===== config.mk =====
export PLATFORM = sky130hd
export DESIGN_NAME = art_control
export DESIGN_NICKNAME = d
export VERILOG_FILES = /design/src/verilog/art_pkg.sv /design/src/verilog/art_control.sv /design/src/verilog/art_prescaler.sv
export SDC_FILE = /design/constraint.sdc
export NUM_CORES = 1
export LEC_CHECK = 0
export ABC_AREA = 1
export BUFFER_PORTS_ARGS = -buffer_cell sky130_fd_sc_hd__buf_2
export CORE_MARGIN = 5
export CORE_UTILIZATION = 61
export CTS_CLUSTER_DIAMETER = 30
export DETAILED_ROUTE_END_ITERATION = 12
export PLACE_DENSITY = 0.91
export SLEW_MARGIN = 20
export SYNTH_ARGS = -nofsm -noshare
export SYNTH_HDL_FRONTEND = slang
export SYNTH_HIERARCHICAL = 1
export SYNTH_SLANG_ARGS = --single-unit

===== constraint.sdc =====
create_clock -name mclk -period 5.97 [get_ports mclk]
set_clock_uncertainty 0.15 [all_clocks]
set_input_delay 0.2985 -clock mclk [delete_from_list [all_inputs] [get_ports mclk]]
set_output_delay 0.2985 -clock mclk [all_outputs]
set_load 0.005 [all_outputs]

===== src/verilog/art_pkg.sv =====
// Package: register map, field layout and reset values of the converter
`default_nettype none
package art_pkg;
    // ========================================================================
    // Register offsets
    localparam logic [7:0] ADDR_MISC = 8'h77;
    localparam logic [7:0] ADDR_RES_LOW = 8'h78;
    localparam logic [7:0] ADDR_RES_HIGH = 8'h79;
    localparam logic [7:0] ADDR_CTRL_A = 8'h7a;
    localparam logic [7:0] ADDR_CTRL_B = 8'h7b;
    localparam logic [7:0] ADDR_DIS0 = 8'h7e;
    localparam logic [7:0] ADDR_DIS1 = 8'h7f;

    // ========================================================================
    // Control A fields
    localparam int CA_ENABLE = 7;
    localparam int CA_START = 6;
    localparam int CA_AUTO = 5;
    localparam int CA_DONE = 4;
    localparam int CA_ALIGN = 3;
    localparam int CA_DIV_LSB = 0;
    localparam int DIV_W = 3;

    // ========================================================================
    // Control B fields
    localparam int CB_BIPOLAR = 7;
    localparam int CB_CMP_MUX = 6;
    localparam int CB_CMP_REF_LSB = 4;
    localparam int CMP_REF_W = 2;
    localparam int CB_TRIG_LSB = 0;
    localparam int TRIG_W = 3;

    // ========================================================================
    // Disable register 1 and misc register fields
    localparam int DIS1_LSB = 4;
    localparam int DIS1_W = 3;
    localparam int MISC_EXT_REF = 2;
    localparam int MISC_REF_OUT = 1;

    // ========================================================================
    // Reset values and constants
    localparam logic [7:0] REG_RESET = 8'h00;
    localparam logic [9:0] RESULT_RESET = 10'h000;
    localparam logic [9:0] UNI_SATURATE = 10'h3ff;
    localparam logic [TRIG_W-1:0] TRIG_FREE_RUN = 3'h0;
    // Division is 2 to the power of the field, codes below this give this
    localparam logic [DIV_W-1:0] DIV_SHIFT_MIN = 3'h1;

    // Trigger source codes
    typedef enum logic [TRIG_W-1:0] {
        ART_TRIG_FREE = 3'h0,
        ART_TRIG_CMP = 3'h1,
        ART_TRIG_EXT0 = 3'h2,
        ART_TRIG_T1_CMPA = 3'h3,
        ART_TRIG_T1_OVF = 3'h4,
        ART_TRIG_T1_CMPB = 3'h5,
        ART_TRIG_T1_CAPT = 3'h6,
        ART_TRIG_WDOG = 3'h7
    } art_trig_t;
endpackage : art_pkg
`default_nettype wire


===== src/verilog/art_control.sv =====
// Converter control: registers, result pair, trigger logic, pin disables
`default_nettype none
module art_control
    import art_pkg::*;
#(
    parameter int PIN_COUNT = 11
)
(
    input wire logic mclk,
    input wire logic rstn,
    input wire logic ce,
    input wire logic [7:0] reg_addr,
    input wire logic [7:0] reg_wdata,
    input wire logic reg_write,
    input wire logic reg_read,
    output logic [7:0] reg_rdata,
    input wire logic [10:0] conv_raw,
    input wire logic conv_done,
    input wire logic [7:1] trig_flags,
    input wire logic [PIN_COUNT-1:0] pin_raw,
    output logic [PIN_COUNT-1:0] pin_read,
    output logic [PIN_COUNT-1:0] pin_buffer_off,
    output logic conv_start,
    output logic converter_enable,
    output logic bipolar_select,
    output logic conv_clk,
    output logic external_reference_enable,
    output logic reference_output_enable,
    output logic comparator_mux_enable,
    output logic [CMP_REF_W-1:0] comparator_ref_select
);
    // ========================================================================
    // Elaboration checks
    // Eight pins sit in register 0 and one to three in register 1
    if (PIN_COUNT < 9 || PIN_COUNT > 11) begin : g_bad_pins
        $error("art_control: PIN_COUNT must lie between 9 and 11");
    end

    // ========================================================================
    // Declarations
    logic [DIV_W-1:0] clock_divide_select;
    logic result_left_align;
    logic auto_trigger_enable;
    logic conversion_done_flag;
    logic busy;
    logic [TRIG_W-1:0] trigger_source_select;
    logic [7:0] low_pin_input_disable;
    logic [DIS1_W-1:0] high_pin_input_disable;
    logic [9:0] result;
    logic result_lock;
    logic trig_prev;
    logic trig_sel;
    logic trig_edge;
    logic sw_start;
    logic start_now;
    logic [9:0] next_result;
    logic [7:0] high_view;
    logic [7:0] low_view;
    logic [7:0] next_rdata;
    logic [PIN_COUNT-1:0] sync_a;
    logic [PIN_COUNT-1:0] sync_b;
    logic [PIN_COUNT-1:0] sync_c;
    logic [PIN_COUNT-1:0] pin_stable;
    logic [PIN_COUNT-1:0] disable_mask;
    logic wr_ca;
    logic wr_cb;
    logic rd_low;
    logic rd_high;

    // ========================================================================
    // Address decode
    assign wr_ca = reg_write && (reg_addr == ADDR_CTRL_A);
    assign wr_cb = reg_write && (reg_addr == ADDR_CTRL_B);
    assign rd_low = reg_read && (reg_addr == ADDR_RES_LOW);
    assign rd_high = reg_read && (reg_addr == ADDR_RES_HIGH);
    assign sw_start = wr_ca && reg_wdata[CA_START];

    // ========================================================================
    // Control A: enable, start, auto trigger, align, divider
    always_ff @(posedge mclk) begin
        if (!rstn) begin
            converter_enable <= 1'b0;
            auto_trigger_enable <= 1'b0;
            result_left_align <= 1'b0;
            clock_divide_select <= REG_RESET[DIV_W-1:0];
        end else if (ce && wr_ca) begin
            converter_enable <= reg_wdata[CA_ENABLE];
            auto_trigger_enable <= reg_wdata[CA_AUTO];
            result_left_align <= reg_wdata[CA_ALIGN];
            clock_divide_select <= reg_wdata[CA_DIV_LSB +: DIV_W];
        end
    end

    // Done flag: write one clears, but a completion in the same cycle wins
    always_ff @(posedge mclk) begin
        if (!rstn) begin
            conversion_done_flag <= 1'b0;
        end else if (ce) begin
            if (conv_done) begin
                conversion_done_flag <= 1'b1;
            end else if (wr_ca && reg_wdata[CA_DONE]) begin
                conversion_done_flag <= 1'b0;
            end
        end
    end

    // Busy follows a start until completion or until the converter stops
    always_ff @(posedge mclk) begin
        if (!rstn) begin
            busy <= 1'b0;
        end else if (ce) begin
            if (!converter_enable || conv_done) begin
                busy <= 1'b0;
            end else if (start_now) begin
                busy <= 1'b1;
            end
        end
    end

    // ========================================================================
    // Control B: polarity, comparator fields, trigger source
    always_ff @(posedge mclk) begin
        if (!rstn) begin
            bipolar_select <= 1'b0;
            comparator_mux_enable <= 1'b0;
            comparator_ref_select <= REG_RESET[CMP_REF_W-1:0];
            trigger_source_select <= TRIG_FREE_RUN;
        end else if (ce && wr_cb) begin
            bipolar_select <= reg_wdata[CB_BIPOLAR];
            comparator_mux_enable <= reg_wdata[CB_CMP_MUX];
            comparator_ref_select <= reg_wdata[CB_CMP_REF_LSB +: CMP_REF_W];
            // Bit 3 is not stored, so it always reads back as zero
            trigger_source_select <= reg_wdata[CB_TRIG_LSB +: TRIG_W];
        end
    end

    // ========================================================================
    // Disable and misc registers
    always_ff @(posedge mclk) begin
        if (!rstn) begin
            low_pin_input_disable <= REG_RESET;
            high_pin_input_disable <= REG_RESET[DIS1_W-1:0];
            external_reference_enable <= 1'b0;
            reference_output_enable <= 1'b0;
        end else if (ce && reg_write) begin
            if (reg_addr == ADDR_DIS0) begin
                low_pin_input_disable <= reg_wdata;
            end
            if (reg_addr == ADDR_DIS1) begin
                // Reserved bits are dropped so they cannot steer anything
                high_pin_input_disable <= reg_wdata[DIS1_LSB +: DIS1_W];
            end
            if (reg_addr == ADDR_MISC) begin
                external_reference_enable <= reg_wdata[MISC_EXT_REF];
                reference_output_enable <= reg_wdata[MISC_REF_OUT];
            end
        end
    end

    // ========================================================================
    // Trigger selection and edge detection
    // Free running watches the done flag, so a completion retriggers only once the flag has been cleared
    always_comb begin
        case (art_trig_t'(trigger_source_select))
            ART_TRIG_FREE: trig_sel = conversion_done_flag;
            ART_TRIG_CMP: trig_sel = trig_flags[1];
            ART_TRIG_EXT0: trig_sel = trig_flags[2];
            ART_TRIG_T1_CMPA: trig_sel = trig_flags[3];
            ART_TRIG_T1_OVF: trig_sel = trig_flags[4];
            ART_TRIG_T1_CMPB: trig_sel = trig_flags[5];
            ART_TRIG_T1_CAPT: trig_sel = trig_flags[6];
            ART_TRIG_WDOG: trig_sel = trig_flags[7];
            default: trig_sel = 1'b0;
        endcase
    end

    // The previous level is of the mux output, so a source swap from a clear
    // flag to a set one looks like a rising edge
    always_ff @(posedge mclk) begin
        if (!rstn) begin
            trig_prev <= 1'b0;
        end else if (ce) begin
            trig_prev <= trig_sel;
        end
    end

    // A swap into free running is masked, even with the done flag set
    always_comb begin
        trig_edge = trig_sel && !trig_prev;
        if (wr_cb && reg_wdata[CB_TRIG_LSB +: TRIG_W] == TRIG_FREE_RUN
            && trigger_source_select != TRIG_FREE_RUN) begin
            trig_edge = 1'b0;
        end
    end

    // Register write of the free running code is seen one cycle late on the
    // mux, so the mask is held with the previous source value
    logic free_swap;
    always_ff @(posedge mclk) begin
        if (!rstn) begin
            free_swap <= 1'b0;
        end else if (ce) begin
            free_swap <= wr_cb && !trig_edge
                && reg_wdata[CB_TRIG_LSB +: TRIG_W] == TRIG_FREE_RUN
                && trigger_source_select != TRIG_FREE_RUN;
        end
    end

    // Start decision: source field ignored unless auto trigger is on
    assign start_now = converter_enable && !busy
        && (sw_start
            || (auto_trigger_enable && trig_edge && !free_swap));

    always_ff @(posedge mclk) begin
        if (!rstn) begin
            conv_start <= 1'b0;
        end else if (ce) begin
            conv_start <= start_now;
        end
    end

    // ========================================================================
    // Result formatting
    // Raw value is the signed difference of the inputs in eleven bits
    always_comb begin
        if (!bipolar_select) begin
            if (conv_raw[10] || conv_raw == 11'h000) begin
                next_result = UNI_SATURATE;
            end else begin
                next_result = conv_raw[9:0];
            end
        end else begin
            // Clamp to nine magnitude bits plus sign
            if (conv_raw[10] && !conv_raw[9]) begin
                next_result = 10'h200;
            end else if (!conv_raw[10] && conv_raw[9]) begin
                next_result = 10'h1ff;
            end else begin
                next_result = conv_raw[9:0];
            end
        end
    end

    // ========================================================================
    // Result store and read order lock
    // A completion while locked, or beside a low read, is lost; the flag
    // still reports it, and the halves software reads stay one result
    always_ff @(posedge mclk) begin
        if (!rstn) begin
            result <= RESULT_RESET;
        end else if (ce && conv_done && !result_lock && !rd_low) begin
            result <= next_result;
        end
    end

    // A low byte read locks and wins over a same-cycle high byte read, which releases
    always_ff @(posedge mclk) begin
        if (!rstn) begin
            result_lock <= 1'b0;
        end else if (ce) begin
            if (rd_low) begin
                result_lock <= 1'b1;
            end else if (rd_high) begin
                result_lock <= 1'b0;
            end
        end
    end

    // Views are combinational so an alignment change shows at once
    always_comb begin
        if (result_left_align) begin
            high_view = result[9:2];
            low_view = {result[1:0], 6'h00};
        end else begin
            high_view = {6'h00, result[9:8]};
            low_view = result[7:0];
        end
    end

    // ========================================================================
    // Read data mux; unmapped addresses read zero
    always_comb begin
        next_rdata = 8'h00;
        case (reg_addr)
            ADDR_RES_LOW: next_rdata = low_view;
            ADDR_RES_HIGH: next_rdata = high_view;
            ADDR_CTRL_A: begin
                next_rdata[CA_ENABLE] = converter_enable;
                next_rdata[CA_START] = busy;
                next_rdata[CA_AUTO] = auto_trigger_enable;
                next_rdata[CA_DONE] = conversion_done_flag;
                next_rdata[CA_ALIGN] = result_left_align;
                next_rdata[CA_DIV_LSB +: DIV_W] = clock_divide_select;
            end
            ADDR_CTRL_B: begin
                next_rdata[CB_BIPOLAR] = bipolar_select;
                next_rdata[CB_CMP_MUX] = comparator_mux_enable;
                next_rdata[CB_CMP_REF_LSB +: CMP_REF_W] = comparator_ref_select;
                next_rdata[CB_TRIG_LSB +: TRIG_W] = trigger_source_select;
            end
            ADDR_DIS0: next_rdata = low_pin_input_disable;
            ADDR_DIS1: next_rdata[DIS1_LSB +: DIS1_W] = high_pin_input_disable;
            ADDR_MISC: begin
                next_rdata[MISC_EXT_REF] = external_reference_enable;
                next_rdata[MISC_REF_OUT] = reference_output_enable;
            end
            default: next_rdata = 8'h00;
        endcase
    end

    // Read data stand only in the cycle after the strobe
    always_ff @(posedge mclk) begin
        if (!rstn) begin
            reg_rdata <= 8'h00;
        end else if (ce) begin
            reg_rdata <= reg_read ? next_rdata : 8'h00;
        end
    end

    // ========================================================================
    // Pin input path: three stage synchroniser, change taken on agreement
    assign disable_mask = PIN_COUNT'({high_pin_input_disable,
                                      low_pin_input_disable});

    always_ff @(posedge mclk) begin
        if (!rstn) begin
            sync_a <= '0;
            sync_b <= '0;
            sync_c <= '0;
            pin_stable <= '0;
        end else if (ce) begin
            sync_a <= pin_raw;
            sync_b <= sync_a;
            sync_c <= sync_b;
            // Only bits where stages two and three agree move
            pin_stable <= (pin_stable & ~(sync_b ~^ sync_c))
                | (sync_b & (sync_b ~^ sync_c));
        end
    end

    // Disabled pins read zero and their buffers are shut off
    always_ff @(posedge mclk) begin
        if (!rstn) begin
            pin_read <= '0;
            pin_buffer_off <= '0;
        end else if (ce) begin
            pin_read <= pin_stable & ~disable_mask;
            pin_buffer_off <= disable_mask;
        end
    end

    // ========================================================================
    // Converter clock prescaler
    art_prescaler u_prescaler (
        .mclk(mclk),
        .rstn(rstn),
        .ce(ce),
        .divide_select(clock_divide_select),
        .conv_clk(conv_clk)
    );

endmodule : art_control
`default_nettype wire


===== src/verilog/art_prescaler.sv =====
// Converter clock prescaler: free running divider of the system clock
`default_nettype none
module art_prescaler
    import art_pkg::*;
(
    input wire logic mclk,
    input wire logic rstn,
    input wire logic ce,
    input wire logic [DIV_W-1:0] divide_select,
    output logic conv_clk
);
    // ========================================================================
    // Half period terminal count
    logic [6:0] count;
    logic [6:0] terminal;
    logic [DIV_W-1:0] shift;

    // Codes 0 and 1 both divide by 2, higher codes by 2 to the code
    always_comb begin
        shift = (divide_select < DIV_SHIFT_MIN) ? DIV_SHIFT_MIN
                                                : divide_select;
        terminal = 7'((8'h01 << (shift - DIV_SHIFT_MIN)) - 8'h01);
    end

    // ========================================================================
    // Counter never stops so the phase is stable across divider changes
    always_ff @(posedge mclk) begin
        if (!rstn) begin
            count <= 7'h00;
            conv_clk <= 1'b0;
        end else if (ce) begin
            if (count >= terminal) begin
                count <= 7'h00;
                conv_clk <= ~conv_clk;
            end else begin
                count <= count + 7'h01;
            end
        end
    end
endmodule : art_prescaler
`default_nettype wire


=== After elaboration in Yosys (flattened, before gate mapping) ===
Index checks and enable logic that the tools add are counted.

* Bits in registers: 124
* Input bits: 51
* Output and inout port bits: 39
* Logic and storage cells: 128

* $add $sub $neg: 3
* $lt $le $gt $ge: 2
* Equal/unequal tests: 14
* Shift-type cells: 1
* Mux-type cells: 22
* Bitwise logic cells: 8
* Reduce and logical (&&, ||, !) cells: 50

{| class="wikitable"
|+ Operators with widths
! operator !! number
|-
| equality test 8 x 7 -> 1 bit, second input constant || 7
|-
| 2-to-1 mux 10 bit || 4
|-
| bitwise AND 11 bit || 3
|-
| logical AND 1 bit || 24
|-
| 2-to-1 mux 8 bit || 3
|-
| NOT 11 bit || 2
|-
| case mux 3 bit (6 select lines) || 1
|-
| AND reduction 2 bit || 7
|-
| equality test 3 bit, second input constant || 4
|-
| case mux 2 bit (6 select lines) || 1
|-
| logical NOT 11 bit || 1
|-
| bitwise OR 11 bit || 1
|-
| bitwise XNOR 11 bit || 1
|-
| case mux 1 bit (5 select lines) || 2
|-
| logical NOT 1 bit || 9
|-
| case mux 1 bit (8 select lines) || 1
|-
| adder 7 x 1 -> 7 bit, second input constant || 1
|-
| greater-or-equal comparator 7 bit || 1
|-
| 2-to-1 mux 1 bit || 7
|-
| 2-to-1 mux 7 bit || 1
|-
| << shifter 1 x 3 -> 7 bit, first input constant || 1
|-
| subtractor 7 x 1 -> 7 bit, second input constant || 1
|-
| equality test 3 x 2 -> 1 bit, second input constant || 2
|-
| logical NOT 3 bit || 2
|-
| 9 further kinds || 13
|}

=== Longest topological paths before layout ===
* Depth in word-level cells: 11
* Depth in mapped cells: 21
* Depth with buffers taken out: 21

=== Modules after synthesis ===
The synthesis kept the hierarchy.

{| class="wikitable"
|+ Modules (own cells, without submodules)
! module !! instances !! cells an instance !! area each (sq um) !! sequential area each (sq um)
|-
| art_control || 1 || 724 || 5165.0 || 2322.2
|-
| art_prescaler || 1 || 109 || 734.5 || 160.2
|}

=== Least setup slack after synthesis ===
No wires, ideal clock.

* Path kind: flip-flop to flip-flop
* Start point: register clock_divide_select[1]
* End point: register u_prescaler.count[5]
* Setup time: 0.062 ns
* Arrival: 2.725 ns
* Required time: 5.758 ns
* Slack: 3.032 ns
* Cell stages (with the launch flop): 22
* Buffers on the path: 0
* Clock period less this slack: 2.938 ns
* Cells stage by stage: dfxtp_1 inv_1 ha_1 nor2_1 nand2_1 nor2_1 inv_1 nand2_1 nand3_1 ha_1 nand2_1 nor2_1 nand3_1 xor2_1 ha_1 nand2_1 inv_1 a21oi_1 nand2_1 nand2_1 nand2_1 nor2_2

* Cells in the longest elaborated chain, start to end: 7

{| class="wikitable"
|+ Ends and longest elaborated chain
! what !! line !! text
|-
| start: declaration || art_control.sv:41 || <nowiki>logic [DIV_W-1:0] clock_divide_select;</nowiki>
|-
| start signal: assignment || art_control.sv:85 || <nowiki>clock_divide_select <= REG_RESET[DIV_W-1:0];</nowiki>
|-
| start signal: assignment || art_control.sv:90 || <nowiki>clock_divide_select <= reg_wdata[CA_DIV_LSB +: DIV_W];</nowiki>
|-
| < comparator 3 x 1 -> 1 bit || art_prescaler.sv:20 || <nowiki>shift = (divide_select < DIV_SHIFT_MIN) ? DIV_SHIFT_MIN</nowiki>
|-
| 2-to-1 mux 3 bit (*) || art_prescaler.sv:20 ||
|-
| subtractor 3 x 1 -> 3 bit (*) || art_prescaler.sv:22 || <nowiki>terminal = 7'((8'h01 << (shift - DIV_SHIFT_MIN)) - 8'h01);</nowiki>
|-
| << shifter 1 x 3 -> 7 bit (*) || art_prescaler.sv:22 ||
|-
| subtractor 7 x 1 -> 7 bit (*) || art_prescaler.sv:22 ||
|-
| greater-or-equal comparator 7 bit (*) || art_prescaler.sv:32 || <nowiki>if (count >= terminal) begin</nowiki>
|-
| 2-to-1 mux 7 bit (*) || art_prescaler.sv:32 ||
|-
| end signal: assignment || art_prescaler.sv:36 || <nowiki>count <= count + 7'h01;</nowiki>
|-
| end: declaration || art_prescaler.sv:14 || <nowiki>logic [6:0] count;</nowiki>
|}

Mark *: on every way between the ends. The rest lies on a longest branch, timed or not.
A chain may end at the register's enable or synchronous reset.

=== Worst setup path after layout ===
* Start point: register clock_divide_select[1]
* End point: register u_prescaler.count[6]

The elaborated chain is that of the path after synthesis.

==> summary.txt <==
Status
  – Status: completed

Placement
  – HPWL after detailed placement: just under 10000 um
  – GPL Wtd Cong: roughly 0.90
  – Number of port buffers: 89

Worst setup path
  – Critical R2R Launch: clock_divide_select[1]
  – CP Launch Type: flip-flop
  – Reg2Reg Setup Slack: 2.53 ns
  – Worst Path Required: between 6 and 7 ns
  – Crit end category: flip-flop
  – WP data arrival: between 3 and 4 ns
  – Critical path peak fanout: 10
  – Crit path launch: clock_divide_select[1]
  – Kind of critical path: flip-flop to flip-flop

Route
  – Drt via density: 5.60
  – Vias post-DR: 5979
  – WL final: 15500 um
  – Iter 0 DRT Violations: about 490
  – WL per Instance: about 15 um
  – Pre-antenna DRT Iters: 7
  – DRC viols: 0
  – Post-DRT Antenna Nets: 0

STA
  – Final setup violation count: 0
  – Max Freq: between 0.2 and 0.3 GHz
  – Hold Slack: about 0.0048 ns
  – Final Hold Viols: 0
  – RSZ-0062 raised after global routing: false
  – Final Cycle Share: 0.575
  – Min cycle time layout: 3.44 ns
  – Setup TNS: 0 ns
  – Pin slew with the least headroom to its limit: between 1 and 1.5 ns
  – Final Slew Violations: 0
  – Max transition margin: 0.310

CTS
  – Clk slew on worst S/H paths: 0.06 ns
  – TritonCTS Sinks: about 120
  – Num CTS Buffers: 17
  – Worst skew pair latency: 0.52 ns
  – Postcts setup bufs: 0
  – Max clock buf depth: 2
  – Clock Root Buffer: clkbuf_8
  – CTS tree: done
  – Htree depth: 4

Finish
  – Share of cells above drive strength 1: 0.157
  – Finished Core Util: 0.758
  – Fill cells: just under 700
  – N_diodes: 0
  – Multi-input logic area: a little under 3000 um^2
  – Area grow syn2layout: 19.9%
  – Register Area: ~2500 um^2
  – Layout Nets: 988

Floorplan
  – Number of placement rows: 35
  – DIE HEIGHT: about 110 um
  – Starting Density: 0.632
  – Num ports: 90
  – Core area: roughly 9300 um^2
  – Chip Width: between 100 and 150 um
  – DIE AREA: approximately 12000 um^2

Flow run
  – # Max-Cap Violations: 0

Synthesis
  – Yosys top cell by area: dfxtp_1
  – Register area share after synthesis: 0.421
  – Commonest cells in the netlist: nand2_1, nor2_1, dfxtp_1, o21ai_0, a21oi_1
  – Post-Syn Instances: roughly 830
  – Top-count cell post-synth: nand2_1
  – FF+latch count, synth: about 120
  – Mapped cell area: slightly below 6000 um^2
  – Synthesized net count: around 900
  – Unique masters post-synth: 37
  – Async S/R FF share, synth: 0
  – Mean post-synth cell area: 7.08 um^2
  – Yosys warnings: 6
  – Post-synth top flop: dfxtp_1
  – EDFF count, synth: 0
  – Yosys top cell area share: 0.421
  – Main area contributors after synthesis: dfxtp_1, nand2_1, o21ai_0

Global routing
  – Largest net degree at the start of global routing: 92
  – Total grt overflow: 0
  – GRT Overall Usage: 0.270
  – Antenna violations before repair: 0
  – Vias in the first global route: roughly 5600
  – First-pass GRT wire length: around 25000 um

Pwr
  – Worst vdd ir: between 0.2 and 0.3 mV
  – Power density cells: 286 nW/um^2
  – Leak Pwr: 3.09 nW
  – Pwr Total: 0.00202 W

Min path
  – Hold crit path type: input port to flip-flop
  – Hold path start: conv_raw[0]
## flip-flops by register name, indices dropped and copies added, names as in the netlist, 3 cells and up, named ones only
name,count
clock_divide_select,3
high_pin_input_disable,3
low_pin_input_disable,8
pin_buffer_off,11
pin_read,11
reg_rdata,8
result,10
sync_a,11
sync_b,11
sync_c,11
trigger_source_select,3
u_prescaler/count,7
## cell type report
type,instances,area share
Timing Repair Buffer,111,0.0931
Tap cell,129,0.0228
Inverter,76,0.0405
Clock buffer,18,0.0591
Clock inverter,14,0.0225
Sequential cell,124,0.351
Multi-Input combinational cell,595,0.411
## per-layer routing
metal | up-vias | global-route usage | share of wire
li1 | 2922 | - | -
met1 | 2706 | 0.327 | 0.41
met2 | 297 | 0.456 | 0.48
met3 | 54 | 0.0669 | 0.079
met4 | 0 | 0.119 | 0.030
met5 | - | 0 | 0
## where the power goes
group | internal [W] | switching (W)
clock | 0.000601 | 0.000395
combinational | 0.0000556 | 0.0000937
sequential | 0.000856 | 0.0000177
## what timing repair did
action | 4_1_cts | 5_1_grt
endpoints found under the setup margin | 0 | 0
endpoints found under the hold margin | 28 | 0
hold buffers | 19 | 0
resized for setup | 0 | 0
## path summary, 6_finish.rpt
kind / cells after the start / endpoint
max: 21 / u_prescaler/count[6]
min reg2reg: 2 / pin_read[2]
min: 5 / result[0]
max reg2reg: 21 / u_prescaler/count[6]
## critical path: stages, from the launching register on
cell,delay (ns)
dfxtp_1,0.51
inv_1,0.12
ha_1,0.25
nor2_1,0.14
nand2_1,0.09
nor2_1,0.18
inv_1,0.08
nand2_1,0.06
nand3_1,0.07
ha_1,0.22
nand2_1,0.07
nor2_1,0.06
nand3_1,0.09
xor2_1,0.16
ha_1,0.26
nand2_1,0.10
inv_1,0.04
a21oi_1,0.23
nand2_1,0.15
nand2_1,0.08
nand2_1,0.12
nor2_1,0.14
## per-stage QoR
| step | setup slack (ns) | instance area, um^2 | instances |
|---|---|---|---|
| 5_1_grt | 2.16 | 7070 | 1067 |
| 3_3_place_gp | 2.75 | 6300 | 1016 |
| 3_5_place_dp | 2.59 | 6300 | 1016 |
| 4_1_cts | 2.55 | 7070 | 1067 |
| 2_1_floorplan | 3.03 | 5900 | 833 |
| 6_report | 2.53 | 7070 | 1067 |
## cells by family after synthesis
kind of cell / synth area share
compound gates: 0.182
xor+xnor: 0.0119
fa+ha+maj: 0.0255
buf+inv: 0.0872
flops: 0.421
simple gates: 0.273
## cell usage in the layout, fill, tap and decap left out, types with 7 or more instances in the layout
cell type and n:
nand3_1 59, nand3b_1 7, nor2_1 135, ha_1 12, a211oi_1 11, nand2_1 143, clkbuf_16 16, o21ai_0 107
inv_1 70, xor2_1 7, dlygate4sd3_1 19, a21oi_1 76, buf_2 89, dfxtp_1 124
Note: power is estimated with default switching activity, not from simulation.
